$ cat config.mk
export PLATFORM = sky130hd
export DESIGN_NAME = adc_cmp_ctrl
export DESIGN_NICKNAME = d
export VERILOG_FILES = /design/src/rtl/adc_cmp_pkg.sv /design/src/rtl/conv_clock_div.sv /design/src/rtl/adc_cmp_ctrl.sv
export SDC_FILE = /design/constraint.sdc
export NUM_CORES = 1
export LEC_CHECK = 0
export ABC_AREA = 1
export BUFFER_PORTS_ARGS = -buffer_cell sky130_fd_sc_hd__buf_2
export CORE_MARGIN = 1
export CORE_UTILIZATION = 55
export CTS_CLUSTER_SIZE = 28
export DETAILED_ROUTE_END_ITERATION = 8
export PLACE_DENSITY = 0.78
export SETUP_SLACK_MARGIN = 0.5
export SLEW_MARGIN = 20
export SYNTH_ARGS = -nofsm -noshare
export SYNTH_HDL_FRONTEND = slang
export SYNTH_SLANG_ARGS = --single-unit
export TNS_END_PERCENT = 5
$ cat constraint.sdc
create_clock -name clk -period 5.6 [get_ports clk]
set_clock_uncertainty 0.05 [all_clocks]
set_input_delay 0.84 -clock clk [delete_from_list [all_inputs] [get_ports clk]]
set_output_delay 0.84 -clock clk [all_outputs]
set_load 0.005 [all_outputs]
$ cat src/rtl/adc_cmp_pkg.sv
// Shared constants for the converter and comparator control block
package adc_cmp_pkg;
  // Register offsets on the plain register port
  localparam logic [7:0] RESULT_LOW_OFS = 8'h04;
  localparam logic [7:0] RESULT_HIGH_OFS = 8'h05;
  localparam logic [7:0] CONV_CTRL_OFS = 8'h06;
  localparam logic [7:0] CHAN_SEL_OFS = 8'h07;
  localparam logic [7:0] CMP_CTRL_OFS = 8'h08;

  // converter_control_reg fields
  localparam int CTL_EN_BIT = 7;
  localparam int CTL_START_BIT = 6;
  localparam int CTL_FREE_BIT = 5;
  localparam int CTL_DONE_BIT = 4;
  localparam int CTL_IE_BIT = 3;
  localparam int CTL_PS_HI = 2;
  localparam int CTL_PS_LO = 0;

  // channel_select_reg fields
  localparam int CHAN_REF_HI = 7;
  localparam int CHAN_REF_LO = 6;
  localparam int CHAN_LEFT_BIT = 5;
  localparam int CHAN_TOP_BIT = 4;
  localparam int CHAN_LOW_HI = 3;

  // comparator_control_status fields
  localparam int CMP_OFF_BIT = 7;
  localparam int CMP_BG_BIT = 6;
  localparam int CMP_OUT_BIT = 5;
  localparam int CMP_FLAG_BIT = 4;
  localparam int CMP_IE_BIT = 3;
  localparam int CMP_MUX_BIT = 2;
  localparam int CMP_EDGE_HI = 1;
  localparam int CMP_EDGE_LO = 0;

  localparam logic [7:0] CTL_RESET = 8'h00;
  localparam logic [7:0] CHAN_RESET = 8'h00;
  localparam logic [7:0] CMP_RESET = 8'h00;

  // Edge mode codes
  localparam logic [1:0] EDGE_TOGGLE = 2'h0;
  localparam logic [1:0] EDGE_RESERVED = 2'h1;
  localparam logic [1:0] EDGE_FALL = 2'h2;
  localparam logic [1:0] EDGE_RISE = 2'h3;

  // Converter timing in converter clock cycles
  localparam logic [4:0] NORMAL_CYCLES = 5'h0d;
  localparam logic [4:0] EXT_CYCLES = 5'h19;
  localparam logic [4:0] NORMAL_SH_CYCLE = 5'h01;
  localparam logic [4:0] EXT_SH_CYCLE = 5'h0d;

  // Channel codes from here upward count as differential pairs
  localparam logic [4:0] DIFF_FIRST_CODE = 5'h0b;
endpackage

$ cat src/rtl/conv_clock_div.sv
// Converter clock prescaler with rising and falling edge ticks
`timescale 1ns/100ps
module conv_clock_div
  import adc_cmp_pkg::*;
(
  input wire logic clk, // system clock
  input wire logic rst_n, // async reset, active low
  input wire logic run, // converter enable
  input wire logic [2:0] ratio_sel, // prescale_select
  output logic rise_tick, // converter clock rising edge
  output logic fall_tick, // converter clock falling edge
  output logic conv_clk // divided clock level
);
  typedef struct packed {
    logic [6:0] cnt;
    logic rise;
    logic fall;
    logic lvl;
  } div_t;

  div_t q;
  div_t n;
  logic [7:0] ratio;

  // Ratios 2,2,4,8,...,128
  function automatic logic [7:0] div_ratio(input logic [2:0] sel);
    return (sel == 3'h0) ? 8'h02 : (8'h01 << sel);
  endfunction

  always_comb begin
    n = q;
    ratio = div_ratio(ratio_sel);
    n.rise = 1'b0;
    n.fall = 1'b0;
    if (!run) begin
      // Held in reset while the converter is off
      n = '0;
    end else begin
      n.cnt = q.cnt + 7'h01;
      if (q.cnt == 7'(ratio - 8'h01)) begin
        n.cnt = 7'h00;
        n.rise = 1'b1;
        n.lvl = 1'b1;
      end else if (q.cnt == 7'((ratio >> 1) - 8'h01)) begin
        n.fall = 1'b1;
        n.lvl = 1'b0;
      end
    end
  end

  always_ff @(posedge clk or negedge rst_n) begin
    if (!rst_n) begin
      q <= '0;
    end else begin
      q <= n;
    end
  end

  assign rise_tick = q.rise;
  assign fall_tick = q.fall;
  assign conv_clk = q.lvl;
endmodule

$ cat src/rtl/adc_cmp_ctrl.sv
// Converter sequencing, result registers and analog comparator control
`timescale 1ns/100ps
module adc_cmp_ctrl
  import adc_cmp_pkg::*;
(
  input wire logic clk, // system clock, 125 MHz
  input wire logic rst_n, // async reset, active low
  input wire logic [7:0] addr, // register address
  input wire logic [7:0] wdata, // write data
  input wire logic wr, // write strobe
  input wire logic rd, // read strobe
  output logic [7:0] rdata, // read data, cycle after rd
  input wire logic gie, // processor global interrupt enable
  input wire logic cmp_vec_ack, // comparator vector taken
  input wire logic conv_vec_ack, // conversion vector taken
  input wire logic cmp_raw, // analog comparator output
  input wire logic [9:0] conv_data, // successive approximation result
  output logic cmp_irq, // comparator interrupt request
  output logic conv_irq, // conversion interrupt request
  output logic cmp_power_off, // comparator switched off
  output logic cmp_bandgap, // bandgap on positive input
  output logic cmp_neg_from_mux, // negative input from channel mux
  output logic [3:0] cmp_neg_chan, // channel for negative input
  output logic pin_change_block, // mask pin-change on comparator pins
  output logic conv_power, // converter powered
  output logic conv_clk, // converter clock
  output logic [4:0] conv_chan, // buffered channel select
  output logic [1:0] conv_ref, // buffered reference select
  output logic sample_hold, // sample-and-hold strobe
  output logic conv_busy, // conversion in progress
  output logic conv_done // conversion completed pulse
);
  typedef enum logic [0:0] {IDLE, BUSY} phase_t;

  typedef struct packed {
    logic [7:0] ctl;
    logic [7:0] chan;
    logic [7:0] cmp;
    logic [7:0] rdata;
    logic [9:0] res;
    logic lock;
    logic [4:0] chan_buf;
    logic [1:0] ref_buf;
    phase_t phase;
    logic busy;
    logic [4:0] cyc;
    logic warm;
    logic parity;
    logic s1;
    logic s2;
    logic prev;
    logic cmp_irq;
    logic conv_irq;
    logic neg_mux;
    logic [3:0] neg_chan;
    logic pcblk;
    logic sh;
    logic done;
  } state_t;

  state_t q;
  state_t n;
  logic rise;
  logic fall;
  logic cmp_evt;
  logic conv_evt;
  logic last;
  logic wr_ctl;
  logic wr_cmp;

  function automatic logic [4:0] conv_len(input logic warm);
    return warm ? NORMAL_CYCLES : EXT_CYCLES;
  endfunction

  function automatic logic [4:0] sh_cycle(input logic warm);
    return warm ? NORMAL_SH_CYCLE : EXT_SH_CYCLE;
  endfunction

  function automatic logic is_diff(input logic [4:0] ch);
    return ch >= DIFF_FIRST_CODE;
  endfunction

  // Alignment applied at read time so the left bit acts at once
  function automatic logic [7:0] align(input logic [9:0] r,
                                       input logic left,
                                       input logic hi);
    if (hi) begin
      return left ? r[9:2] : {6'h00, r[9:8]};
    end
    return left ? {r[1:0], 6'h00} : r[7:0];
  endfunction

  conv_clock_div conv_clock_div_i (
    .clk(clk),
    .rst_n(rst_n),
    .run(q.ctl[CTL_EN_BIT]),
    .ratio_sel(q.ctl[CTL_PS_HI:CTL_PS_LO]),
    .rise_tick(rise),
    .fall_tick(fall),
    .conv_clk(conv_clk)
  );

  always_comb begin
    n = q;
    n.sh = 1'b0;
    n.done = 1'b0;
    cmp_evt = 1'b0;
    conv_evt = 1'b0;
    last = 1'b0;
    wr_ctl = wr && addr == CONV_CTRL_OFS;
    wr_cmp = wr && addr == CMP_CTRL_OFS;

    // Two-stage synchroniser; only s2 and prev feed logic
    n.s1 = cmp_raw;
    n.s2 = q.s1;
    n.prev = q.s2;
    if (!q.cmp[CMP_OFF_BIT] && q.s2 != q.prev) begin
      unique case (q.cmp[CMP_EDGE_HI:CMP_EDGE_LO])
        EDGE_TOGGLE: cmp_evt = 1'b1;
        EDGE_RESERVED: cmp_evt = 1'b0;
        EDGE_FALL: cmp_evt = !q.s2;
        EDGE_RISE: cmp_evt = q.s2;
      endcase
    end

    if (!q.ctl[CTL_EN_BIT]) begin
      // Fully idle; next conversion will be the extended one
      n.phase = IDLE;
      n.busy = 1'b0;
      n.cyc = 5'h00;
      n.warm = 1'b0;
      n.parity = 1'b0;
      n.ctl[CTL_START_BIT] = 1'b0;
    end else begin
      last = q.busy && q.cyc == conv_len(q.warm) - 5'h01;
      if (!q.busy || last) begin
        n.chan_buf = q.chan[CHAN_TOP_BIT:0];
        n.ref_buf = q.chan[CHAN_REF_HI:CHAN_REF_LO];
      end
      if (rise) begin
        n.parity = !q.parity;
      end
      if (fall && q.busy && q.cyc == sh_cycle(q.warm)) begin
        n.sh = 1'b1;
      end
      if (rise) begin
        unique case (q.phase)
          IDLE: begin
            if (q.ctl[CTL_START_BIT] &&
                !(is_diff(q.chan_buf) && q.parity)) begin
              n.phase = BUSY;
              n.busy = 1'b1;
              n.cyc = 5'h00;
            end
          end
          BUSY: begin
            if (last) begin
              conv_evt = 1'b1;
              n.done = 1'b1;
              n.warm = 1'b1;
              n.cyc = 5'h00;
              if (!q.lock) begin
                n.res = conv_data;
              end
              if (!q.ctl[CTL_FREE_BIT]) begin
                n.phase = IDLE;
                n.busy = 1'b0;
                n.ctl[CTL_START_BIT] = 1'b0;
              end
            end else begin
              n.cyc = q.cyc + 5'h01;
            end
          end
        endcase
      end
    end

    // Register writes; a start write wins over the hardware clear
    if (wr_ctl) begin
      n.ctl[CTL_EN_BIT] = wdata[CTL_EN_BIT];
      n.ctl[CTL_FREE_BIT] = wdata[CTL_FREE_BIT];
      n.ctl[CTL_IE_BIT] = wdata[CTL_IE_BIT];
      n.ctl[CTL_PS_HI:CTL_PS_LO] = wdata[CTL_PS_HI:CTL_PS_LO];
      if (!wdata[CTL_EN_BIT]) begin
        n.ctl[CTL_START_BIT] = 1'b0;
      end else if (wdata[CTL_START_BIT]) begin
        n.ctl[CTL_START_BIT] = 1'b1;
      end
    end
    if (wr && addr == CHAN_SEL_OFS) begin
      n.chan = wdata;
    end
    if (wr_cmp) begin
      n.cmp[CMP_OFF_BIT:CMP_BG_BIT] = wdata[CMP_OFF_BIT:CMP_BG_BIT];
      n.cmp[CMP_IE_BIT:CMP_EDGE_LO] = wdata[CMP_IE_BIT:CMP_EDGE_LO];
    end

    // Set beats clear in the same cycle
    n.ctl[CTL_DONE_BIT] = (q.ctl[CTL_DONE_BIT] &
      !(conv_vec_ack || (wr_ctl && wdata[CTL_DONE_BIT]))) | conv_evt;
    n.cmp[CMP_FLAG_BIT] = (q.cmp[CMP_FLAG_BIT] &
      !(cmp_vec_ack || (wr_cmp && wdata[CMP_FLAG_BIT]))) | cmp_evt;

    n.rdata = 8'h00;
    if (rd) begin
      unique case (addr)
        RESULT_LOW_OFS: n.rdata = align(q.res, q.chan[CHAN_LEFT_BIT],
                                        1'b0);
        RESULT_HIGH_OFS: n.rdata = align(q.res, q.chan[CHAN_LEFT_BIT],
                                         1'b1);
        CONV_CTRL_OFS: n.rdata = q.ctl;
        CHAN_SEL_OFS: n.rdata = q.chan;
        CMP_CTRL_OFS: begin
          n.rdata = q.cmp;
          n.rdata[CMP_OUT_BIT] = q.s2;
        end
        default: n.rdata = 8'h00;
      endcase
      if (addr == RESULT_LOW_OFS) begin
        n.lock = 1'b1;
      end else if (addr == RESULT_HIGH_OFS) begin
        n.lock = 1'b0;
      end
    end

    n.cmp_irq = n.cmp[CMP_FLAG_BIT] & n.cmp[CMP_IE_BIT] & gie;
    n.conv_irq = n.ctl[CTL_DONE_BIT] & n.ctl[CTL_IE_BIT] & gie;
    // Built from next values so the mux follows one cycle after a write
    n.neg_mux = n.cmp[CMP_MUX_BIT] & !n.ctl[CTL_EN_BIT];
    n.neg_chan = n.chan[CHAN_LOW_HI:0];
    n.pcblk = !n.cmp[CMP_OFF_BIT];
  end

  always_ff @(posedge clk or negedge rst_n) begin
    if (!rst_n) begin
      q <= '0;
      q.ctl <= CTL_RESET;
      q.chan <= CHAN_RESET;
      q.cmp <= CMP_RESET;
    end else begin
      q <= n;
    end
  end

  assign rdata = q.rdata;
  assign cmp_irq = q.cmp_irq;
  assign conv_irq = q.conv_irq;
  assign cmp_power_off = q.cmp[CMP_OFF_BIT];
  assign cmp_bandgap = q.cmp[CMP_BG_BIT];
  assign cmp_neg_from_mux = q.neg_mux;
  assign cmp_neg_chan = q.neg_chan;
  assign pin_change_block = q.pcblk;
  assign conv_power = q.ctl[CTL_EN_BIT];
  assign conv_chan = q.chan_buf;
  assign conv_ref = q.ref_buf;
  assign sample_hold = q.sh;
  assign conv_busy = q.busy;
  assign conv_done = q.done;
endmodule

# Yosys cells after proc, flatten, opt, wreduce, memory -nomap -nowiden
# Index checks and enable logic that the tools add are counted.
# Widths: inputs -> output; s select.
# totals
elab_cells	145
regBits	77
out_inout_bits	30
input_bits	34
# op_classes
n_eq_ne	20
n_lt_le_gt_ge	1
mux	46
shifts	1
addsub	5
bitwise_logic	11
n_reduce_logical	32
# ops
operator	count
$mux 8	7
$pmux 8 s5	1
$eq 8x3->1 const B	4
$mux 1	22
$eq 7x7->1	2
$pmux 7 s2	1
$sub 7x1->7 const B	2
$mux 4	3
$logic_and 1x1->1	11
$mux 10	1
$mux 2	5
$mux 5	2
$logic_not 1->1	9
$mux 9	1
$eq 8x4->1 const B	1
$shl 1x3->8 const A	1
$add 7x1->7 const B	1
$and 1x1->1	7
$mux 7	1
$ne 3x3->1 const B	2
$reduce_and 2->1	3
$add 5x1->5 const B	1
$eq 5x4->1	1
$eq 5x5->1	1
20 further kinds	26

# Longest topological paths before layout
# depth
word_depth	13
ltp_mapped	14
mapped_depth_nobuf	13

# Hierarchy
# Synthesis repeated with hierarchy kept, for this count alone.
# unflattened
hier_cells	563
area_unflattened_um2	4381.7
# modules_own_cells
module	area_per_inst_um2	instances	cells_per_inst	seq_area_each_um2
adc_cmp_ctrl	3638.5	1	455	1676.6
conv_clock_div	743.2	1	108	250.2

# Worst setup path after synthesis
# No wires, ideal clock.
# synth_timing
kind	input-to-reg
start	in addr[3]
end	reg q[61] in the netlist's numbering
path_buffers	1
cell_stages	7
path_slack_ns	3.676
t_arrival_ns	1.756
required_time_ns	5.432
setup_ns	0.118
cell_sequence	inv_1 nand2_2 nor3_4 nand3_4 buf_6 nand2_1 o21ai_2
# synth_between
elab_chain_cells	2
# synth_lines
element	line_no	rtl
from (decl)	adc_cmp_ctrl.sv:8	input wire logic [7:0] addr,
$eq 8x3->1	adc_cmp_ctrl.sv:190	if (wr && addr == CHAN_SEL_OFS) begin
$logic_and 1x1->1	adc_cmp_ctrl.sv:190	
to (signal assigned)	adc_cmp_ctrl.sv:241	q <= n;
to (decl)	adc_cmp_ctrl.sv:61	state_t q;
# Every way passes these cells.
# A chain may end at the register's enable or synchronous reset.

# Worst setup path in the final report
# layout_timing
start	reg q, in the netlist conv_power
end	out conv_power
# layout_rtl
element	line_no	rtl
to (decl)	adc_cmp_ctrl.sv:25	output logic conv_power,
# No word-level cell between the ends.

==> metrics.log <==
[metrics] result of the run: completed
[metrics] Antenna Diode Count: 0
[metrics] timing-limited maximum frequency: 0.463 GHz
[metrics] average size of a mapped cell: 8.01 µm²
[metrics] count of clock tree sinks: 77
[metrics] cell type of the slowest stage on the worst timing path: dfrtp_1
[metrics] Power per Cell Area: 308 mW/mm²
[metrics] most frequent cells after synthesis: nand2_1, dfrtp_1, inv_1
[metrics] clock network power share: 0.277
[metrics] number of filler cells placed in the layout: 666
[metrics] vias: 3428
[metrics] initial detailed-routing violation count: 251
[metrics] total power of the final layout: 1.41 mW
[metrics] count of buffers from port buffering: 63
[metrics] endpoint required time on the critical path: 4.71 ns
[metrics] number of remaining DRC errors: 0
[metrics] Max FO, Critical Path: 17
[metrics] slew at the pin closest to its max-slew limit: 0.943 ns
[metrics] Layout area overhead: 9.37%
[metrics] area occupied by multi-input gates: 0.00177 mm²
[metrics] number of endpoints failing setup at the final stage: 0
[metrics] Total Negative Setup Slacks: 0 ns
[metrics] cell family with the largest share of critical-path delay: flip-flops
[metrics] Post-CTS Setup Bufs: 0
[metrics] Net Sw Frac: 0.338
[metrics] drt first pass iters: 5
[metrics] number of antenna violations at the first check in global routing: 0
[metrics] time the worst path needs with I/O delays and setup: 2.16 ns
[metrics] netlist area before placement: 0.00418 mm²
[metrics] CTS clock-pin slew for the worst setup and hold paths: 0.08 ns
[metrics] depth of the worst register-to-register path: 8
[metrics] clock buffer count from CTS: 9
[metrics] top-level port count: 64
[metrics] Die Span X: 89.2 µm
[metrics] number of different library cells in the post-synthesis netlist: 37
[metrics] Hold Path Depth: 0
[metrics] Hold EP: n[10]
[metrics] cell leakage power: 2.43 nW
[metrics] Clock Path Buffers: 2
[metrics] share of the cycle needed by the critical path after routing: 0.386
[metrics] max cap viols: 0
[metrics] effective utilization at floorplan: 0.573
[metrics] core region area: 0.00729 mm²
[metrics] cell taking the most area after synthesis: dfrtp_1
[metrics] predominant post-synthesis flop cell: dfrtp_1
[metrics] share of layout cells above drive strength 1: 0.199
[metrics] path type of the worst min-delay path: reg2reg
[metrics] Combinational Power Share: 0.221
[metrics] most frequent cell after synthesis: nand2_1
[metrics] kind of end point of the critical path: output pin
[metrics] H-Tree Level Count: 3
[metrics] peak ir drop on the vdd network: 0.170 mV
[metrics] asr flop ratio synth: 1.00
[metrics] setup repair after global routing missed its margin: false
[metrics] worst setup slack for register-to-register paths: 3.45 ns
[metrics] Internal Power: 0.933 mW
[metrics] post-layout instance count excluding filler cells: 667
[metrics] clock tree from TritonCTS: built
[metrics] category of the worst setup path launch point: register
[metrics] sequential cell area fraction in the yosys report: 0.461
[metrics] DR WL/cell: 13.5 µm
[metrics] total of cells resized after clock tree synthesis: 0
[metrics] normalized max-slew margin: 0.371
[metrics] WP buf/inv: 1
[metrics] HPWL reported at the end of detailed placement: 6.72 mm
[metrics] remaining global-route overflow: 0
[metrics] DIE AREA: 0.00795 mm²
[metrics] net count of the finished layout: 602
[metrics] gpl congestion: 0.889
[metrics] placement row count: 31
[metrics] sequential power share: 0.503
[metrics] residual antenna-violating net count after detailed routing: 0
[metrics] count of state elements after synthesis: 77
[metrics] latest clock arrival within the worst-skew pair: 0.35 ns
[metrics] sequential cell area in the final layout: 0.00193 mm²
[metrics] routed vias/inst: 5.14
[metrics] stage delay of the slowest cell on the critical path: 0.71 ns
[metrics] clock tree root driver cell: clkbuf_8
[metrics] Psw: 0.477 mW
[metrics] area share of the leading cell type in the synthesized netlist: 0.461
[metrics] vertical extent of the die: 89.2 µm
[metrics] final slew viol count: 0
[metrics] destination of the worst register-to-register timing path: q[39]
[metrics] Crit Path Class: reg2out
[metrics] final hold viol count: 0
[metrics] number of global-route vias before repair: 3132
[metrics] Min-Delay Startpoint: n[11]
[metrics] pin count of the biggest net entering global routing: 78
[metrics] crit path cell chain: buf_2
[metrics] Post-Route WL: 8.98 mm
[metrics] startpoint of the worst-slack reg-to-reg timing path: q[15]
[metrics] post-synth net total: 561
[metrics] top area cells in the synthesized netlist: dfrtp_1, nand2_1, nand3_1
[metrics] Synthesis Warnings: 0
[metrics] Final Hold Slack: 0.302 ns
[metrics] data arrival time at the worst-slack endpoint: 1.27 ns
[metrics] Post-Synthesis Cells: 522
[metrics] global-route wire length before repair: 14.8 mm
[metrics] placed cell count: 651
[metrics] total routing usage reported by global routing: 0.248
[metrics] # hold bufs at CTS: 0
[metrics] number of synthesized flops with an enable pin: 0
==> cells by family (layout without fill, tap and decap cells) <==
| kind of cell | after synthesis | count (layout) | synth area share |
|---|---|---|---|
| xor gates and xnor gates | 9 | 9 | 0.0189 |
| buffers and inverters | 98 | 144 | 0.115 |
| muxes | 2 | 2 | 0.00479 |
| DFF | 77 | 77 | 0.461 |
| AOI/OAI and AO/OA | 71 | 71 | 0.100 |
| and+or+nand+nor | 260 | 260 | 0.286 |
| adders and majority gates | 5 | 5 | 0.0150 |
==> sequential cells by signal, indices dropped and copies added (netlist names) <==
name	flops
cmp_neg_from_mux	1
cmp_irq	1
conv_clock_div_i.fall_tick	1
conv_clock_div_i.conv_clk	1
conv_busy	1
conv_chan	5
cmp_bandgap	1
cmp_power_off	1
conv_clock_div_i.q	7
conv_done	1
conv_irq	1
n	2
sample_hold	1
conv_ref	2
conv_clock_div_i.rise_tick	1
q	40
rdata	8
conv_power	1
pin_change_block	1
==> layer usage <==
metal  up-vias  wire length, µm  share of wire  global-route usage
met5         -                0              0                   0
met4         0              170          0.019               0.105
met3        17              630          0.070              0.0342
met2       129             3960           0.44               0.373
met1      1547             4220           0.47               0.361
li1       1735                -              -                   -
==> worst max path at each step <==
| stage | startpoint | to | cells past startpoint |
|---|---|---|---|
| after global placement | addr[7] | cmp_irq | 9 |
| after detailed placement | addr[7] | q[52] | 9 |
| after global routing | q[15] | q[35] | 9 |
| after floorplan | addr[3] | q[61] | 7 |
| after CTS | q[15] | q[39] | 8 |
| final | conv_power | conv_power | 1 |
==> placed cells by master, fill, tap and decap left out, drive strengths merged, types with 2 or more instances in the layout <==
cell type / instances
buf: 63
inv: 65
mux2i: 2
o31ai: 2
a21oi: 17
o21ai: 49
nand4: 11
xor2: 8
nor3: 7
clkinv: 3
clkinvlp: 2
or2: 3
clkbuf: 11
nand2: 143
nor2: 43
nand3: 52
ha: 5
dfrtp: 77
==> power by group through the flow <==
stage	logic (mW)	registers (mW)	clock network, mW
2_1_floorplan	0.263	0.683	0
3_3_place_gp	0.305	0.714	0
3_5_place_dp	0.312	0.717	0
4_1_cts	0.316	0.707	0.397
5_1_grt	0.368	0.721	0.420
6_report	0.311	0.709	0.390
==> final cells by class <==
class | count | area share
Multi-Input combinational cell | 347 | 0.388
Sequential cell | 77 | 0.421
Tap cell | 99 | 0.0271
Inverter | 65 | 0.0534
Clock inverter | 5 | 0.00739
Timing Repair Buffer | 63 | 0.0695
Clock buffer | 11 | 0.0331
==> stage by stage <==
stage	utilization	area [µm²]	worst slack, ns
6_report	0.627	4570	3.44
5_1_grt	0.627	4570	3.20
4_1_cts	0.627	4570	3.41
3_5_place_dp	0.602	4390	3.20
3_3_place_gp	0.602	4390	3.27
2_1_floorplan	-	4180	3.68
(Power assumes the default switching activity.)
